[config.mk]
export PLATFORM = sky130hd
export DESIGN_NAME = dpt_timers
export DESIGN_NICKNAME = d
export VERILOG_FILES = /design/src/verilog/dpt_pkg.sv /design/src/verilog/dpt_tick_gen.sv /design/src/verilog/dpt_timers.sv
export VERILOG_INCLUDE_DIRS = /design/src /design/src/verilog
export SDC_FILE = /design/constraint.sdc
export NUM_CORES = 1
export LEC_CHECK = 0
export BUFFER_PORTS_ARGS = -buffer_cell sky130_fd_sc_hd__buf_4
export CORE_MARGIN = 8
export CORE_UTILIZATION = 30
export DETAILED_ROUTE_END_ITERATION = 8
export GPL_ROUTABILITY_DRIVEN = 0
export GPL_TIMING_DRIVEN = 1
export RECOVER_POWER = 50
export SKIP_LAST_GASP = 1
export SYNTH_ARGS = -nofsm -noshare
export SYNTH_HDL_FRONTEND = slang
export SYNTH_SLANG_ARGS = --single-unit
[constraint.sdc]
create_clock -name i_core_clk -period 5.7 [get_ports i_core_clk]
set_input_delay 0.57 -clock i_core_clk [delete_from_list [all_inputs] [get_ports i_core_clk]]
set_output_delay 0.57 -clock i_core_clk [all_outputs]
set_load 0.01 [all_outputs]
[src/verilog/dpt_map.svh]
`ifndef DPT_MAP_SVH
`define DPT_MAP_SVH
// ****************************************
// Register offsets (byte addresses)
// ****************************************
`define DPT_OFS_CTRL 8'h00
`define DPT_OFS_T0_HIGH 8'h04
`define DPT_OFS_T0_LOW 8'h08
`define DPT_OFS_T0_RELOAD 8'h0C
`define DPT_OFS_T2_PERIOD 8'h10
`define DPT_OFS_T2_DUTY0 8'h14
`define DPT_OFS_IRQ_STAT 8'h20
`define DPT_OFS_IRQ_MASK 8'h24
`define DPT_OFS_STATUS 8'h28
// ****************************************
// Control field positions
// ****************************************
`define DPT_CTRL_T0_EN 0
`define DPT_CTRL_T0_SEL_LO 1
`define DPT_CTRL_T0_SEL_HI 3
`define DPT_CTRL_T2_EN 4
`define DPT_CTRL_T2_SLOW 5
`define DPT_CTRL_T2_DIV_LO 6
`define DPT_CTRL_T2_DIV_HI 7
`define DPT_CTRL_W 8
// ****************************************
// Interrupt bit positions and reset values
// ****************************************
`define DPT_IRQ_T0_TICK 0
`define DPT_IRQ_T0_WRAP 1
`define DPT_IRQ_T2_WRAP 2
`define DPT_IRQ_W 3
`define DPT_RST_CTRL 8'h00
`define DPT_RST_T0 16'h0000
`define DPT_RST_T2 14'h0000
`define DPT_T2_MIN_PERIOD 14'h0002
`define DPT_T0_SEL_SLOW 3'h4
// ****************************************
// Clock rates in kHz
// ****************************************
`define DPT_CORE_KHZ 18'h3_0D40
`define DPT_FAST_KHZ 18'h0_3E80
`define DPT_STEP_W 18
`endif

[src/verilog/dpt_pkg.sv]
`default_nettype none
package dpt_pkg;
  typedef logic [7:0] dpt_addr_type;
  typedef logic [31:0] dpt_word_type;
  typedef enum logic [0:0] {PH_HIGH = 1'b0, PH_LOW = 1'b1} dpt_phase_type;
endpackage : dpt_pkg
`default_nettype wire

[src/verilog/dpt_tick_gen.sv]
`timescale 1ns/1ps
`default_nettype none
`include "dpt_map.svh"
module dpt_tick_gen
(
  input wire logic i_core_clk, // Core clock
  input wire logic i_rst_n, // Async reset, active low
  input wire logic i_slow_clk, // 32 kHz clock from its pin
  output logic [3:0] o_tick_fast, // 16, 8, 4, 2 MHz ticks
  output logic o_tick_slow // 32 kHz tick
);
  logic [`DPT_STEP_W-1:0] acc_q;
  logic [`DPT_STEP_W:0] acc_sum;
  logic tick16;
  logic [2:0] div_q;
  logic [2:0] slow_sync_q;

  // ****************************************
  // Fractional 16 MHz tick
  // ****************************************
  // The core rate is no integer multiple of 16 MHz, so ticks jitter by one core cycle
  assign acc_sum = {1'b0, acc_q} + {1'b0, `DPT_FAST_KHZ};
  assign tick16 = (acc_sum >= {1'b0, `DPT_CORE_KHZ});

  always_ff @(posedge i_core_clk or negedge i_rst_n)
  begin
    if (!i_rst_n)
      acc_q <= '0;
    else if (tick16)
      acc_q <= acc_sum[`DPT_STEP_W-1:0] - `DPT_CORE_KHZ;
    else
      acc_q <= acc_sum[`DPT_STEP_W-1:0];
  end

  // Binary divider for the lower fast rates
  always_ff @(posedge i_core_clk or negedge i_rst_n)
  begin
    if (!i_rst_n)
      div_q <= '0;
    else if (tick16)
      div_q <= div_q + 3'h1;
  end

  assign o_tick_fast[0] = tick16;
  genvar gi;
  generate
    for (gi = 1; gi < 4; gi++)
    begin : g_div
      assign o_tick_fast[gi] = tick16 & (&div_q[gi-1:0]);
    end
  endgenerate

  // Slow clock: two flops before the edge detector reads it
  always_ff @(posedge i_core_clk or negedge i_rst_n)
  begin
    if (!i_rst_n)
      slow_sync_q <= '0;
    else
      slow_sync_q <= {slow_sync_q[1:0], i_slow_clk};
  end
  assign o_tick_slow = slow_sync_q[1] & ~slow_sync_q[2];
endmodule : dpt_tick_gen
`default_nettype wire

[src/verilog/dpt_timers.sv]
// Strobed register access and the register offsets were left to the implementer.
`timescale 1ns/1ps
`default_nettype none
`include "dpt_map.svh"
module dpt_timers
(
  input wire logic i_core_clk, // 200 MHz core clock
  input wire logic i_rst_n, // Async reset, active low
  input wire logic i_slow_clk, // 32 kHz clock pin
  input wire dpt_pkg::dpt_addr_type i_addr, // Register byte address
  input wire dpt_pkg::dpt_word_type i_wdata, // Write data
  input wire logic i_wr, // Write strobe
  input wire logic i_rd, // Read strobe
  output dpt_pkg::dpt_word_type o_rdata, // Read data, cycle after strobe
  output logic o_irq, // Level interrupt
  output logic o_first_timer_out_a, // First timer output a
  output logic o_first_timer_out_b, // First timer output b
  output logic o_second_timer_out_a, // Second timer output a
  output logic o_second_timer_out_b, // Second timer output b
  output logic o_second_timer_out_c // Second timer output c
);
  import dpt_pkg::*;

  logic [`DPT_CTRL_W-1:0] ctrl_q;
  logic [15:0] t0_high_q, t0_low_q, t0_reload_q;
  logic [15:0] t0_cnt_q, t0_icnt_q;
  dpt_phase_type t0_phase_q;
  logic [13:0] t2_period_q, t2_per_eff, t2_cnt_q;
  logic [13:0] t2_duty_q [3];
  logic [2:0] t2_pcnt_q, t2_mask;
  logic [2:0] t2_out_q;
  logic [`DPT_IRQ_W-1:0] stat_q, mask_q, events;
  logic [3:0] tick_fast;
  logic tick_slow, t0_en, t0_tick, t2_en, t2_src, t2_tick;
  logic [2:0] t0_sel;
  logic t0_irq_ev, t0_wrap_ev, t2_wrap_ev;
  logic out_a_q, out_b_q, irq_q;
  dpt_word_type rdata_q;

  // ****************************************
  // Clock sources
  // ****************************************
  dpt_tick_gen u_tick_gen
  (
    .i_core_clk(i_core_clk),
    .i_rst_n(i_rst_n),
    .i_slow_clk(i_slow_clk),
    .o_tick_fast(tick_fast),
    .o_tick_slow(tick_slow)
  );

  // Control field decode
  assign t0_en = ctrl_q[`DPT_CTRL_T0_EN];
  assign t0_sel = ctrl_q[`DPT_CTRL_T0_SEL_HI:`DPT_CTRL_T0_SEL_LO];
  assign t2_en = ctrl_q[`DPT_CTRL_T2_EN];
  // Selector codes above the slow code also pick the slow clock
  assign t0_tick = (t0_sel < `DPT_T0_SEL_SLOW) ? tick_fast[t0_sel[1:0]] : tick_slow;
  assign t2_src = ctrl_q[`DPT_CTRL_T2_SLOW] ? tick_slow : tick_fast[0];

  // ****************************************
  // Register writes
  // ****************************************
  always_ff @(posedge i_core_clk or negedge i_rst_n)
  begin
    if (!i_rst_n)
    begin
      ctrl_q <= `DPT_RST_CTRL;
      t0_high_q <= `DPT_RST_T0;
      t0_low_q <= `DPT_RST_T0;
      t0_reload_q <= `DPT_RST_T0;
      t2_period_q <= `DPT_RST_T2;
      mask_q <= '0;
      for (int i = 0; i < 3; i++)
        t2_duty_q[i] <= `DPT_RST_T2;
    end
    else if (i_wr)
    begin
      case (i_addr)
        `DPT_OFS_CTRL: ctrl_q <= i_wdata[`DPT_CTRL_W-1:0];
        `DPT_OFS_T0_HIGH: t0_high_q <= i_wdata[15:0];
        `DPT_OFS_T0_LOW: t0_low_q <= i_wdata[15:0];
        `DPT_OFS_T0_RELOAD: t0_reload_q <= i_wdata[15:0];
        `DPT_OFS_T2_PERIOD: t2_period_q <= i_wdata[13:0];
        `DPT_OFS_IRQ_MASK: mask_q <= i_wdata[`DPT_IRQ_W-1:0];
        default:
        begin
          // One duty register per output
          for (int i = 0; i < 3; i++)
            if (i_addr == `DPT_OFS_T2_DUTY0 + 8'(4 * i))
              t2_duty_q[i] <= i_wdata[13:0];
        end
      endcase
    end
  end

  // ****************************************
  // First timer PWM
  // ****************************************
  // Shared 16-bit counter walks the high phase, then the low phase
  always_ff @(posedge i_core_clk or negedge i_rst_n)
  begin
    if (!i_rst_n)
    begin
      t0_cnt_q <= `DPT_RST_T0;
      t0_phase_q <= PH_HIGH;
    end
    else if (!t0_en)
    begin
      t0_cnt_q <= `DPT_RST_T0;
      t0_phase_q <= PH_HIGH;
    end
    else if (t0_tick)
    begin
      case (t0_phase_q)
        PH_HIGH:
        begin
          // A count shrunk below the counter ends the phase at once
          if (t0_cnt_q >= t0_high_q)
          begin
            t0_cnt_q <= `DPT_RST_T0;
            t0_phase_q <= PH_LOW;
          end
          else
            t0_cnt_q <= t0_cnt_q + 16'h0001;
        end
        PH_LOW:
        begin
          if (t0_cnt_q >= t0_low_q)
          begin
            t0_cnt_q <= `DPT_RST_T0;
            t0_phase_q <= PH_HIGH;
          end
          else
            t0_cnt_q <= t0_cnt_q + 16'h0001;
        end
        default:
        begin
          t0_cnt_q <= `DPT_RST_T0;
          t0_phase_q <= PH_HIGH;
        end
      endcase
    end
  end

  assign t0_wrap_ev = t0_en & t0_tick & (t0_phase_q == PH_LOW) & (t0_cnt_q >= t0_low_q);

  // Both outputs come from the same phase; outputs idle low when disabled
  always_ff @(posedge i_core_clk or negedge i_rst_n)
  begin
    if (!i_rst_n)
    begin
      out_a_q <= 1'b0;
      out_b_q <= 1'b0;
    end
    else
    begin
      out_a_q <= t0_en & (t0_phase_q == PH_HIGH);
      out_b_q <= t0_en & (t0_phase_q == PH_HIGH);
    end
  end

  // Periodic interrupt counter, free of the PWM counts
  always_ff @(posedge i_core_clk or negedge i_rst_n)
  begin
    if (!i_rst_n)
      t0_icnt_q <= `DPT_RST_T0;
    else if (!t0_en)
      t0_icnt_q <= t0_reload_q;
    else if (t0_tick)
      t0_icnt_q <= (t0_icnt_q == 16'h0000) ? t0_reload_q : t0_icnt_q - 16'h0001;
  end
  assign t0_irq_ev = t0_en & t0_tick & (t0_icnt_q == 16'h0000);

  // ****************************************
  // Second timer PWM
  // ****************************************
  // Prescaler mask: division by 1, 2, 4 or 8
  always_comb
  begin
    case (ctrl_q[`DPT_CTRL_T2_DIV_HI:`DPT_CTRL_T2_DIV_LO])
      2'h0: t2_mask = 3'h0;
      2'h1: t2_mask = 3'h1;
      2'h2: t2_mask = 3'h3;
      default: t2_mask = 3'h7;
    endcase
  end

  always_ff @(posedge i_core_clk or negedge i_rst_n)
  begin
    if (!i_rst_n)
      t2_pcnt_q <= '0;
    else if (!t2_en)
      t2_pcnt_q <= '0;
    else if (t2_src)
      t2_pcnt_q <= t2_pcnt_q + 3'h1;
  end
  assign t2_tick = t2_en & t2_src & ((t2_pcnt_q & t2_mask) == t2_mask);

  // Periods under two are lifted to two, the fastest rate
  assign t2_per_eff = (t2_period_q < `DPT_T2_MIN_PERIOD) ? `DPT_T2_MIN_PERIOD : t2_period_q;

  always_ff @(posedge i_core_clk or negedge i_rst_n)
  begin
    if (!i_rst_n)
      t2_cnt_q <= `DPT_RST_T2;
    else if (!t2_en)
      t2_cnt_q <= `DPT_RST_T2;
    else if (t2_tick)
      t2_cnt_q <= (t2_cnt_q >= t2_per_eff - 14'h0001) ? `DPT_RST_T2 : t2_cnt_q + 14'h0001;
  end
  assign t2_wrap_ev = t2_tick & (t2_cnt_q >= t2_per_eff - 14'h0001);

  // Duty zero holds low; duty at or above the period holds high
  genvar gi;
  generate
    for (gi = 0; gi < 3; gi++)
    begin : g_t2_out
      always_ff @(posedge i_core_clk or negedge i_rst_n)
      begin
        if (!i_rst_n)
          t2_out_q[gi] <= 1'b0;
        else
          t2_out_q[gi] <= t2_en & ((t2_duty_q[gi] >= t2_per_eff) | (t2_cnt_q < t2_duty_q[gi]));
      end
    end
  endgenerate

  // ****************************************
  // Interrupts and read-back
  // ****************************************
  assign events = {t2_wrap_ev, t0_wrap_ev, t0_irq_ev};

  // A new event beats a write-one-to-clear in the same cycle
  always_ff @(posedge i_core_clk or negedge i_rst_n)
  begin
    if (!i_rst_n)
    begin
      stat_q <= '0;
      irq_q <= 1'b0;
    end
    else
    begin
      if (i_wr && i_addr == `DPT_OFS_IRQ_STAT)
        stat_q <= (stat_q & ~i_wdata[`DPT_IRQ_W-1:0]) | events;
      else
        stat_q <= stat_q | events;
      irq_q <= |(stat_q & mask_q);
    end
  end

  // Unmapped addresses read as zero
  always_ff @(posedge i_core_clk or negedge i_rst_n)
  begin
    if (!i_rst_n)
      rdata_q <= '0;
    else if (!i_rd)
      rdata_q <= '0;
    else
    begin
      case (i_addr)
        `DPT_OFS_CTRL: rdata_q <= {24'h00_0000, ctrl_q};
        `DPT_OFS_T0_HIGH: rdata_q <= {16'h0000, t0_high_q};
        `DPT_OFS_T0_LOW: rdata_q <= {16'h0000, t0_low_q};
        `DPT_OFS_T0_RELOAD: rdata_q <= {16'h0000, t0_reload_q};
        `DPT_OFS_T2_PERIOD: rdata_q <= {18'h0_0000, t2_period_q};
        `DPT_OFS_IRQ_STAT: rdata_q <= {29'h0000_0000, stat_q};
        `DPT_OFS_IRQ_MASK: rdata_q <= {29'h0000_0000, mask_q};
        `DPT_OFS_STATUS: rdata_q <= {1'b0, t2_cnt_q, t0_phase_q, t0_cnt_q};
        default:
        begin
          rdata_q <= '0;
          for (int i = 0; i < 3; i++)
            if (i_addr == `DPT_OFS_T2_DUTY0 + 8'(4 * i))
              rdata_q <= {18'h0_0000, t2_duty_q[i]};
        end
      endcase
    end
  end

  assign o_rdata = rdata_q;
  assign o_irq = irq_q;
  assign o_first_timer_out_a = out_a_q;
  assign o_first_timer_out_b = out_b_q;
  assign o_second_timer_out_a = t2_out_q[0];
  assign o_second_timer_out_b = t2_out_q[1];
  assign o_second_timer_out_c = t2_out_q[2];

  // ****************************************
  // Assertions
  // ****************************************
  a_t0_outs_match:
    assert property (@(posedge i_core_clk) disable iff (!i_rst_n) o_first_timer_out_a == o_first_timer_out_b)
      else $error("first timer outputs differ");
  a_t0_high_end:
    assert property (@(posedge i_core_clk) disable iff (!i_rst_n)
      (t0_en && t0_tick && t0_phase_q == PH_HIGH && t0_cnt_q >= t0_high_q && $stable(ctrl_q))
      |=> t0_phase_q == PH_LOW ##1 !o_first_timer_out_a)
      else $error("high phase did not end");
  a_t0_low_end:
    assert property (@(posedge i_core_clk) disable iff (!i_rst_n)
      (t0_en && t0_tick && t0_phase_q == PH_LOW && t0_cnt_q < t0_low_q && $stable(ctrl_q))
      |=> t0_phase_q == PH_LOW && t0_cnt_q == $past(t0_cnt_q) + 16'h0001)
      else $error("low phase ended early");
  a_t0_irq_reload:
    assert property (@(posedge i_core_clk) disable iff (!i_rst_n)
      (t0_irq_ev && !(i_wr && i_addr == `DPT_OFS_IRQ_STAT))
      |=> stat_q[`DPT_IRQ_T0_TICK] && t0_icnt_q == t0_reload_q)
      else $error("interrupt tick lost or not reloaded");
  a_t2_src_gate:
    assert property (@(posedge i_core_clk) disable iff (!i_rst_n)
      (t2_en && ctrl_q[`DPT_CTRL_T2_SLOW] && !tick_slow) |=> $stable(t2_cnt_q))
      else $error("second timer ticked off its source");
  a_t2_div_one:
    assert property (@(posedge i_core_clk) disable iff (!i_rst_n)
      (t2_en && t2_src && ctrl_q[`DPT_CTRL_T2_DIV_HI:`DPT_CTRL_T2_DIV_LO] == 2'h0) |-> t2_tick)
      else $error("undivided prescaler skipped");
  a_t2_wrap_zero:
    assert property (@(posedge i_core_clk) disable iff (!i_rst_n)
      (t2_wrap_ev && $stable(ctrl_q)) |=> t2_cnt_q == 14'h0000)
      else $error("second timer did not wrap");
  a_t2_duty_low:
    assert property (@(posedge i_core_clk) disable iff (!i_rst_n)
      (t2_duty_q[0] == 14'h0000) |=> !o_second_timer_out_a)
      else $error("zero duty output went high");
  a_t2_duty_high:
    assert property (@(posedge i_core_clk) disable iff (!i_rst_n)
      (t2_en && t2_duty_q[2] >= t2_per_eff) |=> o_second_timer_out_c)
      else $error("full duty output went low");
endmodule : dpt_timers
`default_nettype wire

==> impl_results.md, run 1 <==
- Cell family with most CP delay: simple AND/OR/NAND/NOR gates
- Total internal power: 3.00 mW
- Rows: 79
- Post-layout min period: 5.07 ns
- Initial DRC count: 1080
- Overflow after GRT: 0
- Clock share of power: 44.1%
- Fin crit share: 88.9%
- First-pass GRT wire length: 68300 microns
- Worst-case hold path end point: u_tick_gen.slow_sync_q[0]$_DFF_PN0_
- Critical path fanouts, max: 14
- Synth Instances: 1417
- Final Hold Fails: 0
- Worst IR Drop VDD: 0.204 mV
- Via/cell ratio: 5.57
- Vias in the first global route: 11600
- Mapped Area: 14000 sq um
- WHS: 0.132 ns
- CORE AREA: 46300 sq um
- Combinational power share: 15.0%
- FFs w/ async S/R, synth: 100%
- Status: finished with violations
- Synth warn: 0
- Synthesis-to-layout area growth: 13.8%
- Mean Syn Cell Area: 9.85 sq um
- Combined area of the multi-input logic cells: 7710 sq um
- Total Routing Usage GR: 15.8%
- RSZ-0062 raised after global routing: false
- Fmax: 197 MHz
- Top Ports: 83
- DP Wirelength: 31000 microns
- Clock sink count: 222
- Most frequent cells in the layout: dfrtp_1 (222), ha_1 (140), inv_1 (118)
- Prevailing post-synth register cell: dfrtp_1
- CP max stage delay: 0.64 ns
- Post-synth EDFFs: 0
- P per Cell Area: 263 nW/um^2
- Via count: 11600
- Mapped Nets: 1602
- Hold depth: 1
- Largest net degree at the start of global routing: 186
- Reg-to-Reg Start: t2_period_q[10]$_DFFE_PN0P_
- Synth Register Bits: 222
- Post-route ant nets: 0
- Worst setup EP type: flop
- Reg2Reg Depth: 16
- Antenna diodes: 0
- Num CTS Buffers: 27
- PortBufs: 65
- CP Buf/Inv Count: 0
- Largest area contributor in the netlist: dfrtp_1
- Filler cell count: 4723
- Worst-margin pin slew: 2.27 ns
- H-tree depth: 1
- DRC Markers: 0
- Initial Utilization: 30.2%
- Worst-case headroom to the max-slew limit: -51.3%
- Most common cell after layout, fill and taps aside: dfrtp_1
- Routed wire per std cell: 20.5 microns
- Worst R2R End: t2_cnt_q[2]$_DFFE_PN0P_
- Final Skew: 0.0209 ns
- Initial antenna violation count: 1
- Failing checks: capacitance limit, slew limit
- Worst-Skew Late Latency: 0.57 ns
- Top cell type's share of synthesized area: 39.8%
- CTS tree: done
- Post-CTS setup buffers: 0
- # nets final: 1649
- Die Width: 232 microns
- DIE AREA: 53700 sq um
- Crit path kind: flop to flop
- Register Area: 5560 sq um
- Layout cells sized above 1: 13.4%
- Yosys cell types: 74
- Setup-violating endpoint count in the final report: 0
- Post-CTS resize count: 0
- Die height: 232 microns
- Crit path required time: 6.16 ns
- Total Power: 4.18 mW
- Clk root buf: clkbuf_16
- DRT Pass-1 Iters: 6
- Setup_tns: 0 ns
- R2R Setup Slk: 0.63 ns
- Worst-path cell chain: or4_1 -> nor3_1 -> nand2_1 -> o21ai_0 -> ha_1 -> nand2_1 -> nor3_1 -> xnor2_1 -> ha_1 -> a21oi_1 -> nor2b_1 -> o21ai_0 -> nand3_1 -> nor2_1 -> nand4_1 -> o32ai_1
- Clk slew on worst S/H paths: 0.06 ns
- Switching Share: 28.3%
- Flop pwr share: 40.9%
- Worst Hold Class: input port to flop
- CP arrival: 5.53 ns
- NetSw: 1.18 mW
- Pins Over Slew Limit: 38
- Sequential fraction of the synthesis area: 39.8%
- Leak: 6.95 nW
- Critical path launch point type: flop
- Min-delay src: i_slow_clk
- Longest Clk Path Bufs: 3
- Max cap viols: 1
- Final WL: 42900 microns
- Slowest CP cell: nand4_1
- Synth area leaders: dfrtp_1 (40%), ha_1 (13%), mux2_2 (8.2%)
sequential cells by signal, summed over array words and instances, names as in the netlist:
name / count
ctrl_q: 8
mask_q: 3
o_first_timer_out_b: 1
o_irq: 1
o_rdata: 31
o_second_timer_out_a: 1
o_second_timer_out_b: 1
o_second_timer_out_c: 1
stat_q: 3
t0_cnt_q: 16
t0_high_q: 16
t0_icnt_q: 16
t0_low_q: 16
t0_phase_q: 1
t0_reload_q: 16
t2_cnt_q: 14
t2_duty_q: 42
t2_pcnt_q: 3
t2_period_q: 14
u_tick_gen.acc_q: 12
u_tick_gen.div_q: 3
u_tick_gen.slow_sync_q: 3
routing by layer:
layer / global-route usage [%] / part of all wire, % / wire length (microns) / up-vias
met3: 2.98 / 6.6 / 2830 / 84
met1: 21.0 / 44 / 18700 / 5753
met2: 25.0 / 46 / 19800 / 390
met4: 6.08 / 3.5 / 1510 / 2
li1: - / - / - / 5417
met5: 0 / 0.026 / 11 / -
per-stage QoR:
step / cells / utilization (%) / worst slack, ns / cell area [sq um]
2_1_floorplan: 1417 / - / 1.44 / 14000
3_3_place_gp: 2041 / 32.6 / 0.957 / 15100
3_5_place_dp: 2041 / 32.6 / 0.799 / 15100
4_1_cts: 2090 / 34.7 / 0.782 / 16000
5_1_grt: 2090 / 34.3 / 0.374 / 15900
6_report: 2090 / 34.3 / 0.631 / 15900
cell type report:
class | count | share of cell area (%)
Inverter | 119 | 2.81
Timing Repair Buffer | 80 | 2.88
Tap cell | 607 | 4.78
Clock buffer | 36 | 4.78
Sequential cell | 222 | 35.0
Clock inverter | 12 | 1.17
Multi-Input combinational cell | 1014 | 48.6
repair_timing:
| item | 4_1_cts | 5_1_grt |
|---|---|---|
| hold buffers | 1 | 0 |
| endpoints found under the setup margin | 0 | 0 |
| hold endpoints to repair | 37 | 0 |
worst max path at each step:
stage / from / end / slack [ns] / depth (start not counted)
finish: t2_period_q[10]$_DFFE_PN0P_ / t2_cnt_q[2]$_DFFE_PN0P_ / 0.63 / 16
global placement: t2_period_q[10]$_DFFE_PN0P_ / t2_cnt_q[2]$_DFFE_PN0P_ / 0.96 / 16
CTS: t2_period_q[10]$_DFFE_PN0P_ / t2_cnt_q[2]$_DFFE_PN0P_ / 0.78 / 16
floorplan: t2_period_q[10]$_DFFE_PN0P_ / t2_cnt_q[10]$_DFFE_PN0P_ / 1.44 / 17
detailed placement: t2_period_q[10]$_DFFE_PN0P_ / t2_cnt_q[2]$_DFFE_PN0P_ / 0.80 / 16
global route: t2_period_q[10]$_DFFE_PN0P_ / t2_cnt_q[2]$_DFFE_PN0P_ / 0.37 / 16
cell families (layout without fill, tap and decap cells):
family / after synthesis / count (layout) / synth area share (%)
buffers and inverters: 181 / 247 / 4.98
AND/OR/NAND/NOR: 378 / 378 / 13.7
other: 1 / 1 / 0.0269
adder cells (fa/ha/maj): 140 / 140 / 12.6
XOR/XNOR: 28 / 28 / 1.76
multiplexers: 108 / 108 / 8.66
AO/OA/AOI/OAI: 359 / 359 / 18.5
flip-flops: 222 / 222 / 39.8
cells in the mapped netlist, types with 11 or more instances:
cell,count
a211oi_1,13
a21o_1,32
a21oi_1,52
a221oi_1,12
a222oi_1,21
a22o_1,11
a22oi_1,17
a31oi_1,19
clkbuf_1,50
dfrtp_1,222
ha_1,140
inv_1,118
mux2_2,102
nand2_1,105
nand2b_1,14
nand3_1,40
nand4_1,26
nor2_1,51
nor2b_1,13
nor3_1,46
nor4_1,30
o211ai_1,11
o21ai_0,58
o221ai_1,31
o22ai_1,15
o2bb2ai_1,14
or3_1,11
xnor2_1,21
power groups by stage:
| stage | clock network (mW) | registers (mW) | logic (mW) |
|---|---|---|---|
| after floorplan | 0 | 1.70 | 0.420 |
| after global placement | 0 | 1.73 | 0.602 |
| final | 1.84 | 1.71 | 0.628 |
| after global routing | 1.95 | 1.72 | 0.702 |
| after detailed placement | 0 | 1.74 | 0.621 |
| after CTS | 1.89 | 1.71 | 0.627 |
(Power assumes the default switching activity.)
==> inputs of run 2 (changes only) <==
--- a/config.mk
+++ b/config.mk
@@ -7,7 +7,7 @@
 export NUM_CORES = 1
 export LEC_CHECK = 0
 export BUFFER_PORTS_ARGS = -buffer_cell sky130_fd_sc_hd__buf_4
-export CORE_MARGIN = 8
+export CORE_MARGIN = 10
 export CORE_UTILIZATION = 30
 export DETAILED_ROUTE_END_ITERATION = 8
 export GPL_ROUTABILITY_DRIVEN = 0
@@ -17,3 +17,4 @@
 export SYNTH_ARGS = -nofsm -noshare
 export SYNTH_HDL_FRONTEND = slang
 export SYNTH_SLANG_ARGS = --single-unit
+export TNS_END_PERCENT = 1
==> run 2 against run 1 <==
Effect of this change: the run still ends with capacitance limit, slew limit left; critical path depth is the same; non-clock buffer count grew 1; sequential share of layout area shrank 0.11 points; flip-flop and latch count is the same; power shrank 0.41%; highest routed layer is now met4.
==> impl_results.md, run 2 (synthesis results as in run 1) <==
- CORE AREA: 45700 sq um (-1.3%)
- Layout cells sized above 1: 15.1% (+1.7 points)
- DRT Pass-1 Iters: 5 (-1)
- Critical path launch point type: flop
- CP arrival: 5.49 ns (-0.04 ns)
- Via/cell ratio: 5.62 (+0.87%)
- Placement Cell Area: 15100 sq um (about the same)
- Vias in the first global route: 11800 (+1.5%)
- Overflow after GRT: 0 (unchanged)
- Worst-margin pin slew: 3.18 ns (+0.908 ns)
- Via count: 11700 (+0.63%)
- Critical path fanouts, max: 14 (unchanged)
- Final worst setup slack: 0.675 ns (+0.0440 ns)
- Crit path kind: flop to flop
- Setup_tns: 0 ns (unchanged)
- Pins Over Slew Limit: 158 (+320%)
- Die height: 236 microns (+1.7%)
- Leak: 7.04 nW (+1.3%)
- Filler cell count: 4652 (-1.5%)
- Status: finished with violations
- Routed wire per std cell: 21.0 microns (+2.2%)
- Worst setup EP type: flop
- Worst-Skew Late Latency: 0.57 ns (about the same)
- DP Wirelength: 31800 microns (+2.5%)
- Antenna diodes: 0 (unchanged)
- Final instance area: 15900 sq um (+0.32%)
- DRC Markers: 0 (unchanged)
- Final WL: 43700 microns (+2.0%)
- Max cap viols: 2 (+1)
- PortBufs: 65 (unchanged)
- Final Skew: 0.0153 ns (-0.00565 ns)
- Largest net degree at the start of global routing: 122 (-34%)
- Crit path required time: 6.16 ns (about the same)
- First-pass GRT wire length: 69200 microns (+1.3%)
- DIE AREA: 55500 sq um (+3.5%)
- Top Ports: 83 (unchanged)
- Post-CTS setup buffers: 0 (unchanged)
- Initial Utilization: 30.6% (+0.39 points)
- Worst-case headroom to the max-slew limit: -112% (-61 points)
- Fmax: 199 MHz (+0.87%)
- Initial antenna violation count: 0 (-1)
- Fin crit share: 88.2% (-0.77 points)
- Final Hold Fails: 0 (unchanged)
- Slowest CP cell: nand4_1
- Post-CTS resize count: 0 (unchanged)
- Worst-path cell chain: or4_1 -> nor3_1 -> nand2_1 -> o21ai_0 -> ha_1 -> nand2_1 -> nor3_1 -> xnor2_1 -> ha_1 -> nand4_1 -> nor4_1 -> nor2_1 -> nand3_1 -> nor2_1 -> nand4_1 -> o32ai_1
- Most frequent cells in the layout: dfrtp_1 (222), ha_1 (140), inv_1 (118)
- Cell family with most CP delay: simple AND/OR/NAND/NOR gates
- Failing checks: capacitance limit, slew limit
- Synthesis-to-layout area growth: 14.2%
- Post-layout min period: 5.02 ns (-0.0440 ns)
- CP max stage delay: 0.64 ns (about the same)
- Die Width: 236 microns (+1.7%)
- Most common cell after layout, fill and taps aside: dfrtp_1
- Clock sink count: 222 (unchanged)
- # nets final: 1650 (+0.061%)
- Post-route ant nets: 0 (unchanged)
- CTS tree: done
- Worst Hold Class: input port to flop
- H-tree depth: 1 (unchanged)
- WHS: 0.130 ns (-0.00190 ns)
- P per Cell Area: 261 nW/um^2 (-0.73%)
- Clk slew on worst S/H paths: 0.07 ns (about the same)
- Place WS: 0.805 ns (+0.00582 ns)
- Num CTS Buffers: 27 (unchanged)
- Max FFs per register: 42 (unchanged)
- Initial DRC count: 1186 (+9.8%)
- Total Routing Usage GR: 15.2% (-0.54 points)
- Clk root buf: clkbuf_16
- Worst IR Drop VDD: 0.276 mV (+36%)
- Largest Register: t2_duty_q
- RSZ-0062 raised after global routing: false
- Rows: 78 (-1.3%)
- # hold bufs at CTS: 0 (-1)
- Longest Clk Path Bufs: 3 (unchanged)
- Setup-violating endpoint count in the final report: 0 (unchanged)
- CP Buf/Inv Count: 0 (unchanged)
## run 2: cell types whose count changed in the layout (fill, tap and decap cells not counted)
cell	change
dlygate4sd3_1	-1
buf_12	-1
bufinv_16	-1
clkinvlp_4	+1
clkbuf_8	+2
clkinv_2	+1
clkbuf_1	-22
clkbuf_2	+3
clkbuf_4	+1
inv_6	-1
buf_4	+21
clkinv_4	-1
## run 2: final cells by class
type | instances | area, sq um | area share (%)
multi-input combinational | 1014 | 7710 | 48.4
clock inverter | 11 | 151 | 0.950
tap | 600 | 751 | 4.71
clock buffer | 38 | 787 | 4.94
inverter | 119 | 447 | 2.80
sequential | 222 | 5560 | 34.9
timing repair buffer | 81 | 526 | 3.30
## run 2: power by group
part	switching [mW]	internal, mW
Sequential	0.0719	1.64
Combinational	0.391	0.243
Clock	0.724	1.10
## run 2: per-layer routing
layer / GRT usage [%] / part of all wire [%]
met1: 20.1 / 44
met2: 24.5 / 46
met3: 2.34 / 6.5
met4: 5.91 / 3.5
met5: 0 / 0
## run 2: path summary, 6_finish.rpt
| check | to | from | slack (ns) | depth (start not counted) |
|---|---|---|---|---|
| min reg2reg | u_tick_gen.slow_sync_q[1]$_DFF_PN0_ | u_tick_gen.slow_sync_q[0]$_DFF_PN0_ | 0.35 | 0 |
| max in group asynchronous | ctrl_q[5]$_DFFE_PN0P_ | i_rst_n | 1.95 | 2 |
| min | u_tick_gen.slow_sync_q[0]$_DFF_PN0_ | i_slow_clk | 0.13 | 1 |
| max | t2_cnt_q[2]$_DFFE_PN0P_ | t2_period_q[10]$_DFFE_PN0P_ | 0.68 | 16 |
| max reg2reg | t2_cnt_q[2]$_DFFE_PN0P_ | t2_period_q[10]$_DFFE_PN0P_ | 0.68 | 16 |
| min in group asynchronous | t0_icnt_q[12]$_DFFE_PN0P_ | i_rst_n | 1.01 | 1 |
## run 2: stage by stage
stage | power, mW | util, % | instances
2_1_floorplan | 2.12 | - | 1417
3_3_place_gp | 2.34 | 33.0 | 2036
3_5_place_dp | 2.36 | 33.0 | 2036
4_1_cts | 4.20 | 35.1 | 2085
5_1_grt | 4.35 | 34.9 | 2085
6_report | 4.16 | 34.9 | 2085
==> inputs of run 3 (changes only) <==
--- a/config.mk
+++ b/config.mk
@@ -6,13 +6,12 @@
 export SDC_FILE = /design/constraint.sdc
 export NUM_CORES = 1
 export LEC_CHECK = 0
-export BUFFER_PORTS_ARGS = -buffer_cell sky130_fd_sc_hd__buf_4
 export CORE_MARGIN = 10
 export CORE_UTILIZATION = 30
 export DETAILED_ROUTE_END_ITERATION = 8
+export DONT_BUFFER_PORTS = 1
 export GPL_ROUTABILITY_DRIVEN = 0
 export GPL_TIMING_DRIVEN = 1
-export RECOVER_POWER = 50
 export SKIP_LAST_GASP = 1
 export SYNTH_ARGS = -nofsm -noshare
 export SYNTH_HDL_FRONTEND = slang
==> run 3 against run 2 <==
Effect of this change: the run now ends clean; final area down 2.7%; final cell count down 3.3%; first-iteration DRC count up 6.4%; critical path depth unchanged; flip-flop and latch count unchanged; sequential share of layout area up 0.96 points; wire length down 3.3%; critical endpoint unchanged; power down 2.2%; clock power down 3%; register-to-register slack better by 0.11 ns.
==> impl_results.md, run 3 (synthesis results as in run 1) <==
- Post-layout min period: 4.91 ns (-0.112 ns)
- # hold bufs at CTS: 1 (+1)
- DRT Pass-1 Iters: 6 (+1)
- Antenna diodes: 0 (unchanged)
- Final worst setup slack: 0.787 ns (+0.112 ns)
- Clk slew on worst S/H paths: 0.06 ns (about the same)
- Combinational power share: 14.5% (-0.7 points)
- Clock share of power: 43.5% (-0.3 points)
- R2R Setup Slk: 0.79 ns (+0.11 ns)
- Crit path kind: flop to flop
- Post-route ant nets: 0 (unchanged)
- Most common cell after layout, fill and taps aside: dfrtp_1
- Crit path required time: 6.14 ns (-0.02 ns)
- Largest net degree at the start of global routing: 223 (+83%)
- Place WS: 0.889 ns (+0.0843 ns)
- DRC Markers: 0 (unchanged)
- Hold depth: 0 (-1)
- First-pass GRT wire length: 66500 microns (-3.9%)
- RSZ-0062 raised after global routing: false
- Initial Utilization: 30.6% (unchanged)
- Filler cell count: 4642 (-0.21%)
- Top Ports: 83 (unchanged)
- Worst R2R End: t2_cnt_q[2]$_DFFE_PN0P_
- Leak: 6.78 nW (-3.8%)
- Total internal power: 2.94 mW (-1.3%)
- Clock sink count: 222 (unchanged)
- CORE AREA: 45700 sq um (unchanged)
- Rows: 78 (unchanged)
- CP arrival: 5.36 ns (-0.13 ns)
- Setup_tns: 0 ns (unchanged)
- Most frequent cells in the layout: dfrtp_1 (222), ha_1 (140), inv_1 (118)
- Flop pwr share: 42.0% (+1.0 points)
- Vias in the first global route: 11200 (-5.0%)
- Status: finished clean
- P per Cell Area: 263 nW/um^2 (+0.50%)
- CTS tree: done
- Total Routing Usage GR: 14.7% (-0.50 points)
- Pins Over Slew Limit: 0 (-100%)
- Via count: 11400 (-2.9%)
- Die height: 236 microns (unchanged)
- Final WL: 42300 microns (-3.3%)
- Worst Hold Class: input port to flop
- Synthesis-to-layout area growth: 11.1%
- Max cap viols: 0 (-2)
- Post-CTS resize count: 0 (unchanged)
- Critical path fanouts, max: 14 (unchanged)
- Max FFs per register: 42 (unchanged)
- Clk root buf: clkbuf_16
- Fmax: 204 MHz (+2.3%)
- Overflow after GRT: 0 (unchanged)
- Final Skew: 0.00849 ns (-0.00676 ns)
- Combined area of the multi-input logic cells: 7710 sq um (unchanged)
- Routed wire per std cell: 21.0 microns (about the same)
- H-tree depth: 1 (unchanged)
- Setup-violating endpoint count in the final report: 0 (unchanged)
- Worst setup EP type: flop
- Final Hold Fails: 0 (unchanged)
- Layout cells sized above 1: 12.5% (-2.6 points)
- Initial DRC count: 1262 (+6.4%)
- Register Area: 5560 sq um (unchanged)
- Min-delay src: i_slow_clk
- Worst-case hold path end point: u_tick_gen.slow_sync_q[0]$_DFF_PN0_
- Worst IR Drop VDD: 0.184 mV (-34%)
- # nets final: 1582 (-4.1%)
- Switching Share: 27.9% (-0.62 points)
- Post-CTS setup buffers: 0 (unchanged)
- DP Wirelength: 30800 microns (-3.2%)
- Reg2Reg Depth: 16 (unchanged)
- Reg-to-Reg Start: t2_period_q[10]$_DFFE_PN0P_
- Initial antenna violation count: 1 (+1)
- PortBufs: 0 (-100%)
- Worst-Skew Late Latency: 0.55 ns (-0.02 ns)
- Num CTS Buffers: 27 (unchanged)
- Longest Clk Path Bufs: 3 (unchanged)
- Critical path launch point type: flop
- Die Width: 236 microns (unchanged)
- Worst-margin pin slew: 1.33 ns (-1.84 ns)
- Worst-case headroom to the max-slew limit: 10.8% (+120 points)
- NetSw: 1.14 mW (-4.3%)
- DIE AREA: 55500 sq um (unchanged)
- Largest Register: t2_duty_q
- Via/cell ratio: 5.64 (+0.36%)
- Fin crit share: 86.2% (-2.0 points)
[run 3: cell count changes in the layout (fill, tap and decap cells not counted), moves of 2 or more]
cell | before | now
buf_4 | 56 | 12
clkbuf_1 | 24 | 3
clkbuf_2 | 3 | 0
clkbuf_4 | 2 | 0
clkbuf_8 | 7 | 9
[run 3: how the worst max path moves through the flow]
| stage | startpoint | to | slack (ns) | depth (start not counted) |
|---|---|---|---|---|
| CTS | t2_period_q[10]$_DFFE_PN0P_ | t2_cnt_q[2]$_DFFE_PN0P_ | 0.88 | 16 |
| detailed placement | t2_period_q[10]$_DFFE_PN0P_ | t2_cnt_q[2]$_DFFE_PN0P_ | 0.89 | 16 |
| global route | t2_period_q[10]$_DFFE_PN0P_ | t2_cnt_q[2]$_DFFE_PN0P_ | 0.36 | 16 |
| finish | t2_period_q[10]$_DFFE_PN0P_ | t2_cnt_q[2]$_DFFE_PN0P_ | 0.79 | 16 |
| global placement | t2_period_q[10]$_DFFE_PN0P_ | t2_cnt_q[2]$_DFFE_PN0P_ | 0.96 | 16 |
| floorplan | t2_period_q[10]$_DFFE_PN0P_ | t2_cnt_q[10]$_DFFE_PN0P_ | 1.44 | 17 |
[run 3: worst max-delay path, stage by stage, from the launching register on]
cell and delay [ns]:
dfrtp_1 0.45, or4_1 0.60, nor3_1 0.27, nand2_1 0.09, o21ai_0 0.39, ha_1 0.33, nand2_1 0.13, nor3_1 0.19
xnor2_1 0.16, ha_1 0.26, nand4_1 0.12, nor4_1 0.07, nor2_1 0.08, nand3_1 0.30, nor2_1 0.33, nand4_1 0.57
o32ai_1 0.46
[run 3: layer usage]
metal,GRT usage [%],share of wire [%],up-vias
met5,0,0,-
met4,5.69,3.5,0
met3,3.60,7.7,72
met2,23.2,46,393
met1,19.0,43,5632
li1,-,-,5281
[run 3: final cells by class]
type / count / share of cell area [%]
clock buffer: 39 / 5.23
clock inverter: 10 / 0.710
inverter: 119 / 2.88
multi-input combinational: 1014 / 49.8
sequential: 222 / 35.8
tap: 600 / 4.84
timing repair buffer: 13 / 0.758
[run 3: power groups by stage]
stage | sequential [mW] | combinational, mW | clock [mW]
after global placement | 1.74 | 0.528 | 0
after global routing | 1.72 | 0.665 | 1.88
after floorplan | 1.70 | 0.420 | 0
after CTS | 1.71 | 0.582 | 1.82
after detailed placement | 1.74 | 0.541 | 0
final | 1.71 | 0.589 | 1.77
[run 3: stage by stage]
stage          power, mW  utilization [%]  hold slack [ns]  instances  area [sq um]
6_report            4.07             33.9           0.0469       2017         15500
5_1_grt             4.27             33.9           0.0194       2017         15500
4_1_cts             4.11             33.9           0.0204       2017         15500
3_5_place_dp        2.28             31.9            0.286       1967         14600
3_3_place_gp        2.27             31.9            0.286       1967         14600
2_1_floorplan       2.12                -            0.274       1417         14000
